===== src/rtl/clkdiv_cfg.svh =====
// register map, reset values, field positions and source indices
`ifndef CLKDIV_CFG_SVH
`define CLKDIV_CFG_SVH

`define ADDR_OUTCLK_SOURCE   8'h46
`define ADDR_OUTCLK_DIVIDER  8'h47
`define ADDR_SAR_SETUP       8'h49

`define RST_OUTCLK_SOURCE    3'h0
`define RST_OUTCLK_DIVIDER   8'h01
`define RST_SAR_SETUP        8'h00

`define OUTCLK_EN_BIT        7
`define CONV_FREQ_MSB        7
`define CONV_FREQ_LSB        6
`define CONV_SRC_AUTO_BIT    5
`define CONV_SRC_PICK_BIT    4
`define CONV_EN_AUTO_BIT     3
`define CONV_MAN_ON_BIT      2
`define CONV_MAN_RATIO_MSB   1

`define SRC_LAST_VALID       3'h5
`define SRC_NONE             3'h7
`define SRC_OSC              3'h4
`define SRC_CONV_AUDIO       3'h6
`define DIV_BY_128           8'h80
`define FREQ_CODE_12M        2'h3

`endif


===== src/rtl/clkdiv_pkg.sv =====
// shared types of the clock output and converter clock logic
package clkdiv_pkg;

  typedef logic [7:0] ratio_t;

  // converter clock frequency modes
  typedef enum logic [1:0] {
    FREQ_6M   = 2'h0,
    FREQ_3M   = 2'h1,
    FREQ_1M5  = 2'h2,
    FREQ_12M  = 2'h3
  } conv_freq_t;

endpackage : clkdiv_pkg


===== src/rtl/div_if.sv =====
// control and result signals between the top and one edge divider
`timescale 1ns/100ps
interface div_if;
  logic                 run_req;
  clkdiv_pkg::ratio_t   ratio;
  logic                 src_level;
  logic                 src_rise;
  logic                 active;
  logic                 div_out;

  modport ctl (output run_req, ratio, src_level, src_rise, input active, div_out);
  modport div (input run_req, ratio, src_level, src_rise, output active, div_out);
endinterface : div_if


===== src/rtl/edge_divider.sv =====
// divides a synchronised source clock by counting its rising edges
`timescale 1ns/100ps
module edge_divider (
  input wire logic ref_clk,  // system clock
  input wire logic rstn,     // sync reset, active low
  div_if.div       d         // control and divided output
);

  logic [6:0] count;
  logic       hi_q;
  logic       next_active;
  logic [6:0] next_count;
  logic [7:0] half;

  // start and stop only at a period boundary, so no short pulse
  always_comb begin
    next_active = d.active;
    next_count  = count;
    half        = 8'((9'(d.ratio) + 9'h001) >> 1);
    if (d.src_rise) begin
      if (!d.active || (8'(count) >= 8'(d.ratio - 8'h01))) begin
        next_count  = 7'h00;
        next_active = d.run_req;
      end else begin
        next_count = count + 7'h01;
      end
    end
  end

  // counter, run state and registered output
  always_ff @(posedge ref_clk) begin
    if (!rstn) begin
      count    <= 7'h00;
      d.active <= 1'b0;
      hi_q     <= 1'b0;
      d.div_out <= 1'b0;
    end else begin
      count    <= next_count;
      d.active <= next_active;
      if (d.src_rise) begin
        hi_q <= next_active && ({1'b0, next_count} < half);
      end
      // divide by one passes whole source phases only; the next run state
      // gates it so that starting or stopping leaves no runt pulse
      d.div_out <= (d.ratio == 8'h01) ? (next_active && d.src_level) : hi_q;
    end
  end
endmodule : edge_divider


===== src/rtl/clock_output_conv_divider.sv =====
// clock output divider and converter clock generator with config regs
`timescale 1ns/100ps
`include "clkdiv_cfg.svh"

// How it works
// - the output divider starts only while its enable bit is set and stops at the end of a period once it clears.
// - divide field zero divides by 128; values 1 to 126 divide by themselves.
// - field 127 divides by 127; field resets to one.
// - frequency code picks about 6, 3, 1.5 or 12 MHz converter clock.
// - the 12 MHz code counts only when the oscillator feeds it directly.
// - source bit clear picks converter source from clock detection.
// - in manual source mode, pick bit chooses audio clock or oscillator.
// - enable-auto bit clear enables the converter divider automatically.
// - in manual enable mode, on bit turns the converter divider on or off.
// - manual mode divide field gives ratio 1, 2, 4 or 8.
// - configuration registers keep their values through sleep.
// - three-bit select picks output source; codes 6 and 7 reserved.
module clock_output_conv_divider (
  input  wire logic       ref_clk,             // 25 MHz system clock
  input  wire logic       rstn,                // sync reset, active low
  input  wire logic [7:0] reg_addr,            // register address
  input  wire logic       reg_wr,              // write strobe
  input  wire logic [7:0] reg_wdata,           // write data
  output logic      [7:0] reg_rdata,           // read data, registered
  input  wire logic       pll_clk,             // source 0
  input  wire logic       pri_bclk,            // source 1
  input  wire logic       sec_bclk,            // source 2
  input  wire logic       ctrl_clk,            // source 3
  input  wire logic       osc_clk,             // source 4
  input  wire logic       proc_clk,            // source 5
  input  wire logic       adc_dac_clk,         // converter audio clock
  input  wire logic       audio_clk_detected,  // detection result
  input  wire logic       conv_request,        // converters need a clock
  output logic            outclk,              // divided clock output
  output logic            outclk_running,      // output divider active
  output logic            conv_clk,            // converter clock
  output logic            conv_clk_running,    // converter divider active
  output logic            conv_freq_fallback   // 12 MHz code not honoured
);

  //--------------------------------------------------------------
  // source synchronisers
  //--------------------------------------------------------------
  logic [6:0] src_raw;
  logic [6:0] sync1;
  logic [6:0] sync2;
  logic [6:0] sync3;
  logic [6:0] src_stable;
  logic [6:0] src_stable_d;
  logic [6:0] src_rise;

  assign src_raw  = {adc_dac_clk, proc_clk, osc_clk, ctrl_clk, sec_bclk, pri_bclk, pll_clk};
  assign src_rise = src_stable & ~src_stable_d;

  // three-stage capture of each source pin
  always_ff @(posedge ref_clk) begin
    if (!rstn) begin
      sync1        <= 7'h00;
      sync2        <= 7'h00;
      sync3        <= 7'h00;
      src_stable_d <= 7'h00;
    end else begin
      sync1        <= src_raw;
      sync2        <= sync1;
      sync3        <= sync2;
      src_stable_d <= src_stable;
    end
  end

  // a change counts once stages two and three agree
  genvar gi;
  generate
    for (gi = 0; gi < 7; gi++) begin : g_stable
      always_ff @(posedge ref_clk) begin
        if (!rstn) begin
          src_stable[gi] <= 1'b0;
        end else if (sync2[gi] == sync3[gi]) begin
          src_stable[gi] <= sync3[gi];
        end
      end
    end
  endgenerate

  // one bit of a source vector; the none code gives a quiet source
  function automatic logic src_bit(input logic [2:0] idx, input logic [6:0] vec);
    src_bit = (idx == `SRC_NONE) ? 1'b0 : vec[idx];
  endfunction : src_bit

  //--------------------------------------------------------------
  // configuration registers
  //--------------------------------------------------------------
  logic [2:0] outclk_source_select;
  logic       outclk_divider_enable;
  logic [6:0] outclk_divide_ratio;
  logic [7:0] sar_clock_setup;

  // writes only; nothing but rstn clears them, so sleep keeps them
  always_ff @(posedge ref_clk) begin
    if (!rstn) begin
      outclk_source_select  <= `RST_OUTCLK_SOURCE;
      outclk_divider_enable <= 1'(`RST_OUTCLK_DIVIDER >> `OUTCLK_EN_BIT);
      outclk_divide_ratio   <= 7'(`RST_OUTCLK_DIVIDER);
      sar_clock_setup       <= `RST_SAR_SETUP;
    end else if (reg_wr) begin
      if (reg_addr == `ADDR_OUTCLK_SOURCE) begin
        outclk_source_select <= reg_wdata[2:0];
      end
      if (reg_addr == `ADDR_OUTCLK_DIVIDER) begin
        outclk_divider_enable <= reg_wdata[`OUTCLK_EN_BIT];
        outclk_divide_ratio   <= reg_wdata[6:0];
      end
      if (reg_addr == `ADDR_SAR_SETUP) begin
        sar_clock_setup <= reg_wdata;
      end
    end
  end

  // registered read-back, unmapped addresses read zero
  always_ff @(posedge ref_clk) begin
    if (!rstn) begin
      reg_rdata <= 8'h00;
    end else begin
      unique case (reg_addr)
        `ADDR_OUTCLK_SOURCE:  reg_rdata <= {5'h00, outclk_source_select};
        `ADDR_OUTCLK_DIVIDER: reg_rdata <= {outclk_divider_enable, outclk_divide_ratio};
        `ADDR_SAR_SETUP:      reg_rdata <= sar_clock_setup;
        default:              reg_rdata <= 8'h00;
      endcase
    end
  end

  //--------------------------------------------------------------
  // clock output divider
  //--------------------------------------------------------------
  div_if out_div ();
  logic [2:0] out_idx;

  // reserved select codes feed no source
  assign out_idx = (outclk_source_select > `SRC_LAST_VALID) ? `SRC_NONE
                                                            : outclk_source_select;
  assign out_div.src_level = src_bit(out_idx, src_stable);
  assign out_div.src_rise  = src_bit(out_idx, src_rise);
  assign out_div.run_req   = outclk_divider_enable;
  // zero means 128, every other value divides by itself
  assign out_div.ratio     = (outclk_divide_ratio == 7'h00) ? `DIV_BY_128
                                                            : {1'b0, outclk_divide_ratio};

  edge_divider u_out_div (
    .ref_clk (ref_clk),
    .rstn    (rstn),
    .d       (out_div)
  );

  //--------------------------------------------------------------
  // converter clock generator
  //--------------------------------------------------------------
  div_if conv_div ();
  clkdiv_pkg::conv_freq_t conv_clock_freq_mode;
  logic       conv_source_auto_off;
  logic       conv_source_manual_pick;
  logic       conv_enable_auto_off;
  logic       conv_divider_manual_on;
  logic [1:0] conv_divider_manual_ratio;
  logic [2:0] conv_idx;
  logic       osc_direct;
  logic [2:0] freq_log;
  logic [2:0] total_log;

  assign conv_clock_freq_mode = clkdiv_pkg::conv_freq_t'(
                                  sar_clock_setup[`CONV_FREQ_MSB:`CONV_FREQ_LSB]);
  assign conv_source_auto_off      = sar_clock_setup[`CONV_SRC_AUTO_BIT];
  assign conv_source_manual_pick   = sar_clock_setup[`CONV_SRC_PICK_BIT];
  assign conv_enable_auto_off      = sar_clock_setup[`CONV_EN_AUTO_BIT];
  assign conv_divider_manual_on    = sar_clock_setup[`CONV_MAN_ON_BIT];
  assign conv_divider_manual_ratio = sar_clock_setup[`CONV_MAN_RATIO_MSB:0];

  // source: detection result in auto, pick bit in manual
  assign conv_idx = conv_source_auto_off
                    ? (conv_source_manual_pick ? `SRC_OSC : `SRC_CONV_AUDIO)
                    : (audio_clk_detected ? `SRC_CONV_AUDIO : `SRC_OSC);
  assign osc_direct = conv_source_auto_off && conv_source_manual_pick;

  // frequency mode as a power of two below the 12 MHz reference
  always_comb begin
    unique case (conv_clock_freq_mode)
      clkdiv_pkg::FREQ_6M:  freq_log = 3'h1;
      clkdiv_pkg::FREQ_3M:  freq_log = 3'h2;
      clkdiv_pkg::FREQ_1M5: freq_log = 3'h3;
      clkdiv_pkg::FREQ_12M: freq_log = osc_direct ? 3'h0 : 3'h1;
    endcase
  end

  // manual ratio only counts with the manual source choice
  assign total_log = freq_log + (conv_source_auto_off ? {1'b0, conv_divider_manual_ratio}
                                                      : 3'h0);
  assign conv_div.ratio     = 8'h01 << total_log;
  assign conv_div.src_level = src_bit(conv_idx, src_stable);
  assign conv_div.src_rise  = src_bit(conv_idx, src_rise);
  assign conv_div.run_req   = conv_enable_auto_off ? conv_divider_manual_on
                                                   : conv_request;

  edge_divider u_conv_div (
    .ref_clk (ref_clk),
    .rstn    (rstn),
    .d       (conv_div)
  );

  //--------------------------------------------------------------
  // outputs
  //--------------------------------------------------------------
  assign outclk           = out_div.div_out;
  assign outclk_running   = out_div.active;
  assign conv_clk         = conv_div.div_out;
  assign conv_clk_running = conv_div.active;

  // flags an unusable 12 MHz request
  always_ff @(posedge ref_clk) begin
    if (!rstn) begin
      conv_freq_fallback <= 1'b0;
    end else begin
      conv_freq_fallback <= (conv_clock_freq_mode == clkdiv_pkg::FREQ_12M) && !osc_direct;
    end
  end
endmodule : clock_output_conv_divider


===== config.mk =====
export PLATFORM = sky130hd
export DESIGN_NAME = clock_output_conv_divider
export DESIGN_NICKNAME = d
export VERILOG_FILES = /design/src/rtl/clkdiv_pkg.sv /design/src/rtl/div_if.sv /design/src/rtl/edge_divider.sv /design/src/rtl/clock_output_conv_divider.sv
export VERILOG_INCLUDE_DIRS = /design/src /design/src/rtl
export SDC_FILE = /design/constraint.sdc
export NUM_CORES = 1
export LEC_CHECK = 0
export BUFFER_PORTS_ARGS = -buffer_cell sky130_fd_sc_hd__buf_2
export CORE_MARGIN = 2
export CORE_UTILIZATION = 23
export CTS_CLUSTER_DIAMETER = 30
export CTS_CLUSTER_SIZE = 12
export DETAILED_ROUTE_END_ITERATION = 6
export PLACE_DENSITY = 0.4
export SETUP_SLACK_MARGIN = 0.02
export SLEW_MARGIN = 20
export SYNTH_ARGS = -nofsm -noshare
export SYNTH_HDL_FRONTEND = slang
export SYNTH_SLANG_ARGS = --single-unit

===== constraint.sdc =====
create_clock -name ref_clk -period 7.4 [get_ports ref_clk]
set_input_delay 0.37 -clock ref_clk [delete_from_list [all_inputs] [get_ports ref_clk]]
set_output_delay 0.37 -clock ref_clk [all_outputs]
set_load 0.02 [all_outputs]

Word-level counts from Yosys, hierarchy flattened
Index checks and enable logic that the tools add are counted.
{ "word_totals": {"latchBits": 0, "ram_bits": 0, "romBits": 0, "register_bits": 83, "wordCells": 107, "output_inout_bits": 13, "mem_count": 0, "input_bits": 28} }
{ "op_classes": {"addsub": 7, "n_bitwise": 2, "n_mux": 32, "n_eq_ne": 17, "n_div": 0, "reduce_logical": 16, "n_mul": 0, "order_cmp": 7, "shift": 1} }
{ "ops": {"columns": ["cell", "count"], "rows": [
  ["2-to-1 mux 7 bit", 4],
  ["equality test 8 x 7 -> 1 bit (second input constant)", 3],
  ["case mux 8 bit (3 select lines)", 1],
  ["adder 8 x 1 -> 9 bit (second input constant)", 2],
  ["equality test 8 x 1 -> 1 bit (second input constant)", 2],
  ["greater-or-equal comparator 7 x 8 -> 1 bit", 2],
  ["< comparator 7 x 8 -> 1 bit", 2],
  ["2-to-1 mux 1 bit", 16],
  ["subtractor 8 x 1 -> 8 bit (second input constant)", 2],
  ["adder 7 x 1 -> 7 bit (second input constant)", 2],
  ["binary-select mux 1 bit (select 3 bit)", 4],
  ["case mux 3 bit (4 select lines)", 1],
  ["< comparator 3 x 4 -> 1 bit (second input constant)", 2],
  ["2-to-1 mux 2 bit", 4],
  ["2-to-1 mux 8 bit", 1],
  ["left shift 1 x 3 -> 8 bit (first input constant)", 1],
  ["bitwise AND 7 bit", 1],
  ["equality test 1 bit", 7],
  ["logical NOT 7 bit", 1],
  ["inverter 7 bit", 1],
  ["equality test 3 bit (second input constant)", 2],
  ["logical AND 1 bit", 6],
  ["AND reduction 2 bit", 3],
  ["equality test 2 bit (second input constant)", 2],
  ["other kinds (7)", 10]
]} }

Logic depth before layout (Yosys ltp)
Gate-level depths: netlist (run 1).
{ "depth": {"depth_word": 12, "depth_mapped": 28, "mapped_depth_nobuf": 26} }

Modules after synthesis
From an unflattened synthesis (run 1), not the netlist that was laid out.
{ "hier_totals": {"cells_unflattened": 532, "area_unflattened_um2": 4750.8} }
{ "by_module_without_submodules": {"columns": ["mod", "n_inst", "cells_per_inst", "area_per_inst_um2", "seq_area_each_um2"], "rows": [
  ["clock_output_conv_divider", 1, 259, 2504.9, 1261.2],
  ["edge_divider (u_conv_div)", 1, 142, 1157.4, 200.2],
  ["edge_divider (u_out_div)", 1, 131, 1088.5, 200.2]
]} }

Least setup slack after synthesis (run 1)
OpenSTA, ideal clock, no wires.
{ "synth_path": {"path_type": "flip-flop to flip-flop", "startpoint": "register sar_clock_setup[6]", "endpoint": "register u_conv_div.hi_q", "n_path_buf": 2, "slack_ns": 2.232, "synth_period_minus_slack_ns": 5.168, "stages_incl_launch_ff": 27, "arrival_time_ns": 5.089, "setup_time_ns": 0.079, "required_ns": 7.321, "path_cell_list": "dfxtp_1 -> ha_1 -> a21boi_0 -> nor2_1 -> o21bai_1 -> ha_1 -> fa_1 -> clkbuf_1 -> or3_1 -> ha_1 -> clkbuf_1 -> nor3_1 -> a21oi_1 -> o21a_1 -> ha_1 -> and3_1 -> a31oi_1 -> nand2_1 -> o21a_1 -> o22ai_1 -> ha_1 -> o21a_1 -> o21ai_0 -> inv_1 -> a311oi_1 -> o41ai_1 -> a22oi_1"} }
{ "synth_via": {"elab_chain_cells": 11, "word_cells_on_any_way": 17, "classes_between": "3 x add/sub; 2 x order compare; 3 x eq/ne; 1 x shift; 5 x mux; 3 x reduce/logical"} }
{ "synth_lines": {"columns": ["element", "line", "source"], "rows": [
  ["from (decl)", "clock_output_conv_divider.sv:95", "logic [7:0] sar_clock_setup;"],
  ["from (signal assigned)", "clock_output_conv_divider.sv:103", "sar_clock_setup <= `RST_SAR_SETUP;"],
  ["from (signal assigned)", "clock_output_conv_divider.sv:113", "sar_clock_setup <= reg_wdata;"],
  ["equality test 2 bit, or another cell as far along", "clock_output_conv_divider.sv:185", "unique case (conv_clock_freq_mode)"],
  ["case mux 3 bit (4 select lines) (*)", "clock_output_conv_divider.sv:185", null],
  ["adder 3 x 2 -> 3 bit (*)", "clock_output_conv_divider.sv:194", "assign total_log = freq_log + (conv_source_auto_off ? {1'b0, conv_divider_manual_ratio}"],
  ["left shift 1 x 3 -> 8 bit (*)", "clock_output_conv_divider.sv:196", "assign conv_div.ratio = 8'h01 << total_log;"],
  ["subtractor 8 x 1 -> 8 bit (*)", "edge_divider.sv:21", "if (!d.active || (8'(count) >= 8'(d.ratio - 8'h01))) begin"],
  ["greater-or-equal comparator 7 x 8 -> 1 bit (*)", "edge_divider.sv:21", null],
  ["logical OR 1 bit (*)", "edge_divider.sv:21", null],
  ["2-to-1 mux 7 bit (*)", "edge_divider.sv:21", null],
  ["2-to-1 mux 7 bit (*)", "edge_divider.sv:20", "if (d.src_rise) begin"],
  ["net u_conv_div.next_count[2]", "edge_divider.sv:12", "logic [6:0] next_count;"],
  ["< comparator 7 x 8 -> 1 bit (*)", "edge_divider.sv:41", "hi_q <= next_active && ({1'b0, next_count} < half);"],
  ["logical AND 1 bit (*)", "edge_divider.sv:41", null],
  ["to (signal assigned)", "edge_divider.sv:41", null],
  ["to (decl)", "edge_divider.sv:10", "logic hi_q;"]
]} }
The timed path passes the listed nets; every way through them passes the cells marked *. The select of a mux whose other input is x is not followed.
A chain may end at the register's enable or synchronous reset.

Worst setup path after layout (run 1)
Ends and elaborated chain as after synthesis.

==> summary.md, run 1 <==
| Metric | Value |
|---|---|
| Post-cts gate resize count | `0` |
| Top Registers | `reg_rdata (8), sar_clock_setup (8)` |
| Area share of the largest cell type after synthesis | `0.378` |
| # diodes | `0` |
| Layout area overhead | `16.0%` |
| Main synth FF type | `dfxtp_1` |
| Outcome | `complete, no violations` |
| CP Launch Type | `flop` |
| Synthesized flop and latch total | `83` |
| Row cnt | `50` |
| Height of the chip | `approximately 140 um` |
| Most crowded layer after global routing | `met2` |
| CP endpoint kind | `flop` |
| Via count | `between 3000 and 4000` |
| Die X | `142 um` |
| Fin crit period | `between 5 and 6 ns` |
| Fin Hold WS | `approximately 0.24 ns` |
| # DRC | `0` |
| Die Area | `20200 um^2` |
| IO Port Bufs | `40` |
| Clk buf depth | `2` |
| CTS clock-pin slew for the worst setup and hold paths | `0.06 ns` |
| Routability cong. | `0.807` |
| Clk sink count | `83` |
| Slew @ Worst Pin | `0.830 ns` |
| Commonest cells after routing, fill and taps aside | `83 x dfxtp_1, 48 x nand2_1, 40 x buf_2` |
| CP max stage delay | `0.53 ns` |
| Number of global-route vias before repair | `3409` |
| WP data arrival | `just under 6 ns` |
| Post-Syn Area per Cell | `8.72 um^2` |
| Post-synth EDFFs | `0` |
| Setup Viol. Count Final | `0` |
| CTS Root Cell | `clkbuf_16` |
| Pin count of the biggest net entering global routing | `47` |
| First-pass GRT wire length | `approximately 17000 um` |
| Max_cap viols | `0` |
| Pwr dens | `183 nW/um^2` |
| Core ar. | `around 19000 um^2` |
| Total grt overflow | `0` |
| Async SR Flop Fraction | `0` |
| Setup tns final | `0 ns` |
| 1st-pass router iterations | `5` |
| CTS tree | `done` |
| Static leakage | `approximately 2.0 nW` |
| Area leader, netlist | `dfxtp_1` |
| Fmax | `~0.18 GHz` |
| Ports | `41` |
| Clock Skews | `0.00404 ns` |
| Setup Crit Path Kind | `reg -> reg` |
| Synthesized Nets | `570` |
| Fin area | `5100 um^2` |
| Post-synthesis cell area | `4390 um^2` |
| Worst hold path type | `in -> reg` |
| Maximum vdd ir drop | `between 0.1 and 0.15 mV` |
| Antenna viol nets, final | `0` |
| RSZ-0062 raised after global routing | `false` |
| Iter 0 DRT Violations | `161` |
| Antenna violations before repair | `0` |
| Worst slew margin | `0.431` |
| Met1 Track Usage GR | `0.150` |
| Seq/Total Area, Yosys | `0.378` |
| Htree depth | `3` |
| Placed inst area | `slightly below 5000 um^2` |
| Final WL | `10800 um` |
| Post-Syn Instances | `roughly 500` |
| Top cells by area, synth | `dfxtp_1 38%, ha_1 11%, and2_1 5.3%` |
| Share of layout cells above drive strength 1 | `0.140` |
| Routed len/inst | `14.0 um` |
| # Post-CTS Setup Buffers | `0` |
| YS warnings | `0` |
| Commonest non-fill, non-tap cell in the layout | `dfxtp_1` |
| Final-report hold violation count | `0` |
| Max Transition Viols Final | `0` |
| HPWL Detailed | `slightly below 8000 um` |
| Worst path required time | `7.66 ns` |
| Clock latency on the worst-skew pair | `roughly 0.34 ns` |
| Tcrit/Tclk final | `0.760` |
| Initial core utilization | `0.235` |
| Grt met2 use | `0.165` |
| Worst path slowest cell | `fa_1` |
| Largest fanout on the critical path | `10` |
| GRT Overall Usage | `0.110` |
| Final nets | `600` |
| Top cell by count, worst path | `ha_1` |
| Post-synthesis cell type count | `61` |
| Vias per std cell | `4.60` |
| Routing usage on met3 | `0.0279` |
| TritonCTS Buffers | `9` |
| Sequence of cells on the critical path | `ha_1 > a21boi_0 > nor2_1 > o21bai_1 > ha_1 > fa_1 > or3_1 > ha_1 > nor3_1 > a21oi_1 > o21a_1 > ha_1 > and3_1 > a31oi_1 > nand2_1 > o21a_1 > o22ai_1 > ha_1 > o21a_1 > o21ai_0 > inv_1 > a311oi_1 > o41ai_1 > a22oi_1` |
| Hold-fix buffers at CTS | `0` |
## cell type report
class / instances / area (um^2)
multi-input cells: 377 / 2550
flip-flops and latches: 83 / 1660
repair buffers: 44 / 230
inverters: 19 / 71.3
fillers: 1975 / 13600
clock buffers: 10 / 239
well taps: 234 / 293
clock inverters: 4 / 52.6
## Yosys cell counts, drive strengths merged (5+ instances only)
library cell	number
mux2i	10
nand3	32
nor2b	11
o21ai	21
nor3	11
and2	37
a31oi	5
ha	37
xnor2	10
a22oi	9
nor2	33
dfxtp	83
xor2	8
a21oi	36
nand2b	7
clkbuf	21
and3	8
nand2	48
inv	19
## routing by layer
metal	vias up	share of wire	wire, um
met5	-	0	0
met4	0	0.025	268
met3	17	0.046	500
met2	79	0.42	4510
met1	1638	0.51	5550
li1	1812	-	-
## cell families (layout without fill, tap and decap cells)
kind of cell | after synthesis | after routing | share of synthesized area
simple gates | 208 | 208 | 0.247
flops | 83 | 83 | 0.378
compound gates | 98 | 98 | 0.146
mux | 15 | 15 | 0.0416
xor+xnor | 18 | 18 | 0.0359
buf+inv | 44 | 77 | 0.0413
fa+ha+maj | 38 | 38 | 0.110
## per-stage QoR
step            util  power (mW)  worst slack [ns]  cells
2_1_floorplan      -       0.478              2.23    504
3_3_place_gp   0.257       0.493              1.94    757
3_5_place_dp   0.257       0.493              1.82    757
4_1_cts        0.273       0.950              1.78    771
5_1_grt        0.273       0.973              1.21    771
6_report       0.273       0.931              1.77    771
## critical path: cells and delay by family (launching register included)
family | cells | cell delay, ns
fa+ha+maj | 6 | 1.67
compound gates | 12 | 2.34
flops | 1 | 0.39
buf+inv | 1 | 0.07
simple gates | 5 | 1.07
## report_power, final
group	internal [mW]	switching, mW
clock	0.267	0.181
combinational	0.0113	0.0178
sequential	0.452	0.00196
## final timing paths
check | startpoint | endpoint | slack, ns | cells past startpoint
setup / recovery | sar_clock_setup[6] | u_conv_div.hi_q | 1.77 | 24
hold / removal | pri_bclk | sync1[1] | 0.24 | 2
setup reg to reg | sar_clock_setup[6] | u_conv_div.hi_q | 1.77 | 24
hold reg to reg | sync1[5] | sync2[5] | 0.43 | 1
Power figures use the tool's default switching activity.
==> run 2, diff against run 1 <==
Settings changed: PLACE_DENSITY 0.4 to 0.41.
Clock period 7.4 ns to 4.8 ns, I/O delays scaled along.
==> run 2 against run 1 <==
Clock power up 60%. Die area is the same. Count of clock-buffer cells in the layout fell by 1. Clock skew increased by 0.0018 ns. Worst hold slack got worse by 0.14 ns.
==> summary.md, run 2 (same netlist as run 1, synthesis figures left out) <==
| Metric | Value |
|---|---|
| Commonest cells after routing, fill and taps aside | `81 x dfxtp_1, 47 x nand2_1, 40 x buf_2` |
| CP Launch Type | `flop` |
| Layout area overhead | `27.3%` |
| Maximum vdd ir drop | `approximately 0.16 mV` |
| Sequential power share | `0.477` |
| Slew @ Worst Pin | `0.849 ns` |
| Top Registers | `reg_rdata (8), sar_clock_setup (8)` |
| Final Core Density | `0.299` |
| Number of global-route vias before repair | `3682` |
| Routability cong. | `0.800` |
| Row cnt | `50` |
| Largest fanout on the critical path | `5` |
| Clock latency on the worst-skew pair | `0.34 ns` |
| Clk sink count | `83` |
| Die X | `between 100 and 150 um` |
| CTS tree | `done` |
| Pwr dens | `262 nW/um^2` |
| CTS Root Cell | `clkbuf_16` |
| Met3 routed WL | `502 um` |
| IO Port Bufs | `40` |
| Max_cap viols | `0` |
| Worst slew margin | `0.417` |
| Worst path required time | `slightly above 5 ns` |
| Total grt overflow | `0` |
| Switching Fraction | `0.232` |
| Max Transition Viols Final | `0` |
| GRT Overall Usage | `0.117` |
| Share of layout cells above drive strength 1 | `0.245` |
| Ports | `41` |
| Clock Skews | `0.00580 ns` |
| Fin Hold WS | `0.0949 ns` |
| Iter 0 DRT Violations | `188` |
| 1st-pass router iterations | `4` |
| Final nets | `636` |
| Met2 Wirelength | `5270 um` |
| Switching pwr | `339 uW` |
| Internal Pwr Total | `1.13 mW` |
| WP data arrival | `5.01 ns` |
| TritonCTS Buffers | `9` |
| Antenna violations before repair | `0` |
| Static leakage | `roughly 2.2 nW` |
| First-pass GRT wire length | `18500 um` |
| Fin crit period | `4.75 ns` |
| Clk buf depth | `2` |
| # diodes | `0` |
| HPWL Detailed | `8130 um` |
| Via count | `3712` |
| Final WL | `about 11000 um` |
| Antenna viol nets, final | `0` |
| WL met1 | `between 5000 and 6000 um` |
| Height of the chip | `142 um` |
| Max layer used | `met4` |
| Setup Crit Path Kind | `reg -> reg` |
| Routed len/inst | `14.0 um` |
| Multi-input combinational cell area | `2720 um^2` |
| Clock share of power | `0.490` |
| Htree depth | `3` |
| Reg area | `1660 um^2` |
| Commonest non-fill, non-tap cell in the layout | `dfxtp_1` |
| Pin count of the biggest net entering global routing | `47` |
| Final-report hold violation count | `0` |
| Fmax | `~0.21 GHz` |
| Outcome | `complete, no violations` |
| CTS clock-pin slew for the worst setup and hold paths | `approximately 0.070 ns` |
| Gate power share | `0.032` |
| RSZ-0062 raised after global routing | `true` |
| Tcrit/Tclk final | `0.989` |
| CP endpoint kind | `flop` |
| Fillers | `1972` |
| Worst hold path type | `in -> reg` |
| Core ar. | `18700 um^2` |
| Initial core utilization | `0.235` |
| # DRC | `0` |
| Vias per std cell | `4.59` |
| Setup Viol. Count Final | `0` |
| Die Area | `20200 um^2` |
## run 2: changes by cell type in the layout (fill, tap and decap cells not counted), moves of 4 or more
cell     previous run  this run
buf_4               4        28
buf_6               0        12
a21oi_1            33        29
ha_1               37        33
o21ai_0            20        16
## run 2: final timing paths
check,from,end,slack (ns),depth (start not counted)
worst min-delay path,pll_clk,sync1[0],0.09,2
worst max register to register,sar_clock_setup[6],u_conv_div.hi_q,0.05,23
worst max-delay path,sar_clock_setup[6],u_conv_div.hi_q,0.05,23
worst min register to register,sync1[6],sync2[6],0.44,1
## run 2: per-stage QoR
stage	setup TNS (ns)	instance area (um^2)	total power [mW]	cells	worst slack, ns
6_report	0	5600	1.46	809	0.0533
3_5_place_dp	-0.211	5000	0.761	779	-0.211
2_1_floorplan	0	4430	0.737	504	0.0265
4_1_cts	0	5430	1.49	806	0.0188
3_3_place_gp	0	5000	0.761	779	0.0175
5_1_grt	-0.242	5600	1.53	809	-0.197
## run 2: per-layer routing
layer,up-vias,global-route usage
met5,-,0
met4,0,0.0379
met3,8,0.0336
met2,79,0.188
met1,1738,0.150
li1,1887,-
## run 2: layout make-up
| type | count | area share |
|---|---|---|
| Sequential cell | 83 | 0.297 |
| Clock inverter | 7 | 0.0145 |
| Timing Repair Buffer | 80 | 0.0975 |
| Multi-Input combinational cell | 377 | 0.485 |
| Tap cell | 234 | 0.0523 |
| Clock buffer | 9 | 0.0403 |
| Inverter | 19 | 0.0127 |
## run 2: worst max-delay path, stage by stage, from the launching register on
cell      delay [ns]
dfxtp_2         0.36
ha_2            0.17
a21boi_4        0.16
nor2_1          0.05
o21bai_1        0.13
ha_2            0.19
fa_2            0.45
or3_4           0.37
ha_4            0.20
nor3_2          0.15
a21oi_2         0.04
o21a_1          0.20
ha_4            0.26
and3_4          0.19
nand2_1         0.14
nand3_1         0.12
nand2_1         0.06
a21o_1          0.19
ha_1            0.31
a21oi_2         0.13
nor2b_1         0.05
or4_1           0.39
a21o_1          0.16
a22oi_1         0.17
## run 2: repair_timing
item,CTS,global route
setup endpoints to repair,1,4
setup buffers,11,3
gates resized for setup,12,30
hold buffers,0,0
pin swaps,9,11
## run 2: power groups by stage
stage | registers, mW | clock network, mW | logic, mW
after detailed placement | 0.715 | 0 | 0.0462
after floorplan | 0.714 | 0 | 0.0235
after global placement | 0.715 | 0 | 0.0458
after CTS | 0.699 | 0.748 | 0.0472
after global routing | 0.700 | 0.778 | 0.0526
final | 0.699 | 0.718 | 0.0474
==> run 3, diff against run 2 <==
Settings changed: CORE_UTILIZATION 23 to 30, PLACE_DENSITY 0.41 to 0.5.
==> run 3 against run 2 <==
Count of clock-buffer cells in the layout increased by 2. Die area decreased by 23%. Clock skew about the same. Register-to-register slack got worse by 0.02 ns. Via count decreased by 2.3%. Sequential cell count unchanged. Final area decreased by 4.1%. Combinational power decreased by 4%. Critical endpoint unchanged. Largest cell class unchanged. Largest power group unchanged.
==> summary.md, run 3 (same netlist as run 1, synthesis figures left out) <==
| Metric | Value |
|---|---|
| Maximum vdd ir drop | `0.163 mV` |
| Commonest cells after routing, fill and taps aside | `81 x dfxtp_1, 47 x nand2_1, 40 x buf_2` |
| Initial core utilization | `0.305` |
| Final-report hold violation count | `0` |
| IO Port Bufs | `40` |
| Setup Viol. Count Final | `0` |
| TritonCTS Buffers | `9` |
| Clock Skews | `about 0.0058 ns` |
| Worst path required time | `5.07 ns` |
| Final WL | `10400 um` |
| Worst hold path type | `in -> reg` |
| Antenna viol nets, final | `0` |
| RSZ-0062 raised after global routing | `true` |
| GRT Overall Usage | `0.141` |
| CTS clock-pin slew for the worst setup and hold paths | `0.06 ns` |
| Pin count of the biggest net entering global routing | `47` |
| Pwr dens | `281 nW/um^2` |
| Clock latency on the worst-skew pair | `0.35 ns` |
| HPWL Detailed | `7430 um` |
| Row cnt | `44` |
| Worst R2R Setup Slack | `0.03 ns` |
| Final WS setup | `slightly above 0.03 ns` |
| Fmax | `0.210 GHz` |
| Vias per std cell | `4.85` |
| CP Launch Type | `flop` |
| CTS Root Cell | `clkbuf_16` |
| Antenna violations before repair | `0` |
| Grt met2 use | `0.218` |
| Largest fanout on the critical path | `6` |
| Layout area overhead | `22.2%` |
| Top Registers | `reg_rdata (8), sar_clock_setup (8)` |
| Share of layout cells above drive strength 1 | `0.216` |
| Clk sink count | `83` |
| Routed len/inst | `13.9 um` |
| Slew @ Worst Pin | `0.963 ns` |
| WP data arrival | `5.04 ns` |
| Fin crit period | `around 4.8 ns` |
| Hold Crit Start | `adc_dac_clk` |
| Commonest non-fill, non-tap cell in the layout | `dfxtp_1` |
| R2R depth | `23` |
| Max_cap viols | `0` |
| Outcome | `complete, no violations` |
| Most crowded layer after global routing | `met2` |
| Hold-fix buffers at CTS | `0` |
| Iter 0 DRT Violations | `195` |
| Height of the chip | `between 100 and 150 um` |
| Hold endpoint | `sync1[6]` |
| Via count | `3626` |
| Critical R2R Capture | `u_conv_div.hi_q` |
| CTS tree | `done` |
| Clk buf depth | `2` |
| DP Worst Slack | `-0.149 ns` |
| # diodes | `0` |
| Number of global-route vias before repair | `between 3000 and 4000` |
| Die X | `125 um` |
| Tcrit/Tclk final | `0.994` |
| Fin Hold WS | `0.0992 ns` |
| Ports | `41` |
| Core ar. | `roughly 14000 um^2` |
| Htree depth | `3` |
| Worst slew margin | `0.340` |
| First-pass GRT wire length | `18000 um` |
| Final nets | `625` |
| Routing usage on met3 | `0.0377` |
| Routability cong. | `0.855` |
| Setup Crit Path Kind | `reg -> reg` |
| Static leakage | `2.13 nW` |
| Met1 Track Usage GR | `0.185` |
| # DRC | `0` |
| CP endpoint kind | `flop` |
| Die Area | `15600 um^2` |
| Critical R2R Launch | `sar_clock_setup[7]` |
| Total grt overflow | `0` |
| Hold Path Depth | `2` |
| 1st-pass router iterations | `4` |
| Max Transition Viols Final | `0` |
run 3: cell types whose count changed in the layout (fill, tap and decap cells not counted), sizes merged:
cell	previous run	this run
buf	80	69
bufinv	1	2
clkbuf	9	11
clkinv	2	1
inv	22	20
run 3: area by class of cell:
class / instances / area [um^2]
Clock buffer: 11 / 243
Clock inverter: 5 / 85.1
Fill cell: 1450 / 9060
Inverter: 19 / 71.3
Multi-Input combinational cell: 377 / 2660
Sequential cell: 83 / 1660
Tap cell: 184 / 230
Timing Repair Buffer: 69 / 418
run 3: how the worst max path moves through the flow:
stage	from	to	slack, ns
6_report	sar_clock_setup[7]	u_conv_div.hi_q	0.03
5_1_grt	sar_clock_setup[7]	u_conv_div.hi_q	-0.32
4_1_cts	sar_clock_setup[6]	u_conv_div.hi_q	0.04
3_5_place_dp	sar_clock_setup[6]	u_conv_div.hi_q	-0.15
3_3_place_gp	sar_clock_setup[6]	u_conv_div.hi_q	0.02
2_1_floorplan	sar_clock_setup[6]	u_conv_div.hi_q	0.03
run 3: timing repair:
item / 4_1_cts / 5_1_grt
setup buffers: 2 / 4
gates resized for setup: 9 / 10
pin swaps: 7 / 7
setup endpoints to repair: 1 / 1
cloned: 0 / 0
run 3: per-layer routing:
metal	routed length, um	vias to the layer above
met4	247	0
met5	0	-
li1	-	1864
met3	473	21
met1	5200	1667
met2	4470	74
run 3: per-stage QoR:
step	total power, mW	cells	instance area (um^2)	util	setup TNS [ns]
floorplan	0.737	504	4430	-	0
global placement	0.760	726	4920	0.341	0
detailed placement	0.760	726	4920	0.341	-0.149
CTS	1.54	744	5290	0.367	0
global route	1.57	748	5370	0.372	-0.321
finish	1.51	748	5370	0.372	0
run 3: worst max-delay path, cell delays in order, from the launching register on:
cell	delay, ns
dfxtp_2	0.35
ha_1	0.13
a21boi_2	0.15
nor2_1	0.05
o21bai_1	0.17
ha_2	0.20
fa_2	0.46
or3_4	0.37
ha_4	0.20
nor3_2	0.10
a21oi_1	0.05
o21a_1	0.17
ha_1	0.27
and3_4	0.18
a31oi_4	0.25
buf_4	0.15
buf_4	0.09
a21oi_2	0.05
nor2_1	0.18
ha_1	0.26
nor2b_1	0.13
or4_1	0.40
a21o_1	0.17
a22oi_1	0.16
run 3: report_power, final:
group / leakage, nW / switching, mW / internal (mW)
clock network: 0.156 / 0.293 / 0.473
logic: 1.30 / 0.0272 / 0.0185
registers: 0.673 / 0.00292 / 0.696
total: 2.13 / 0.323 / 1.19
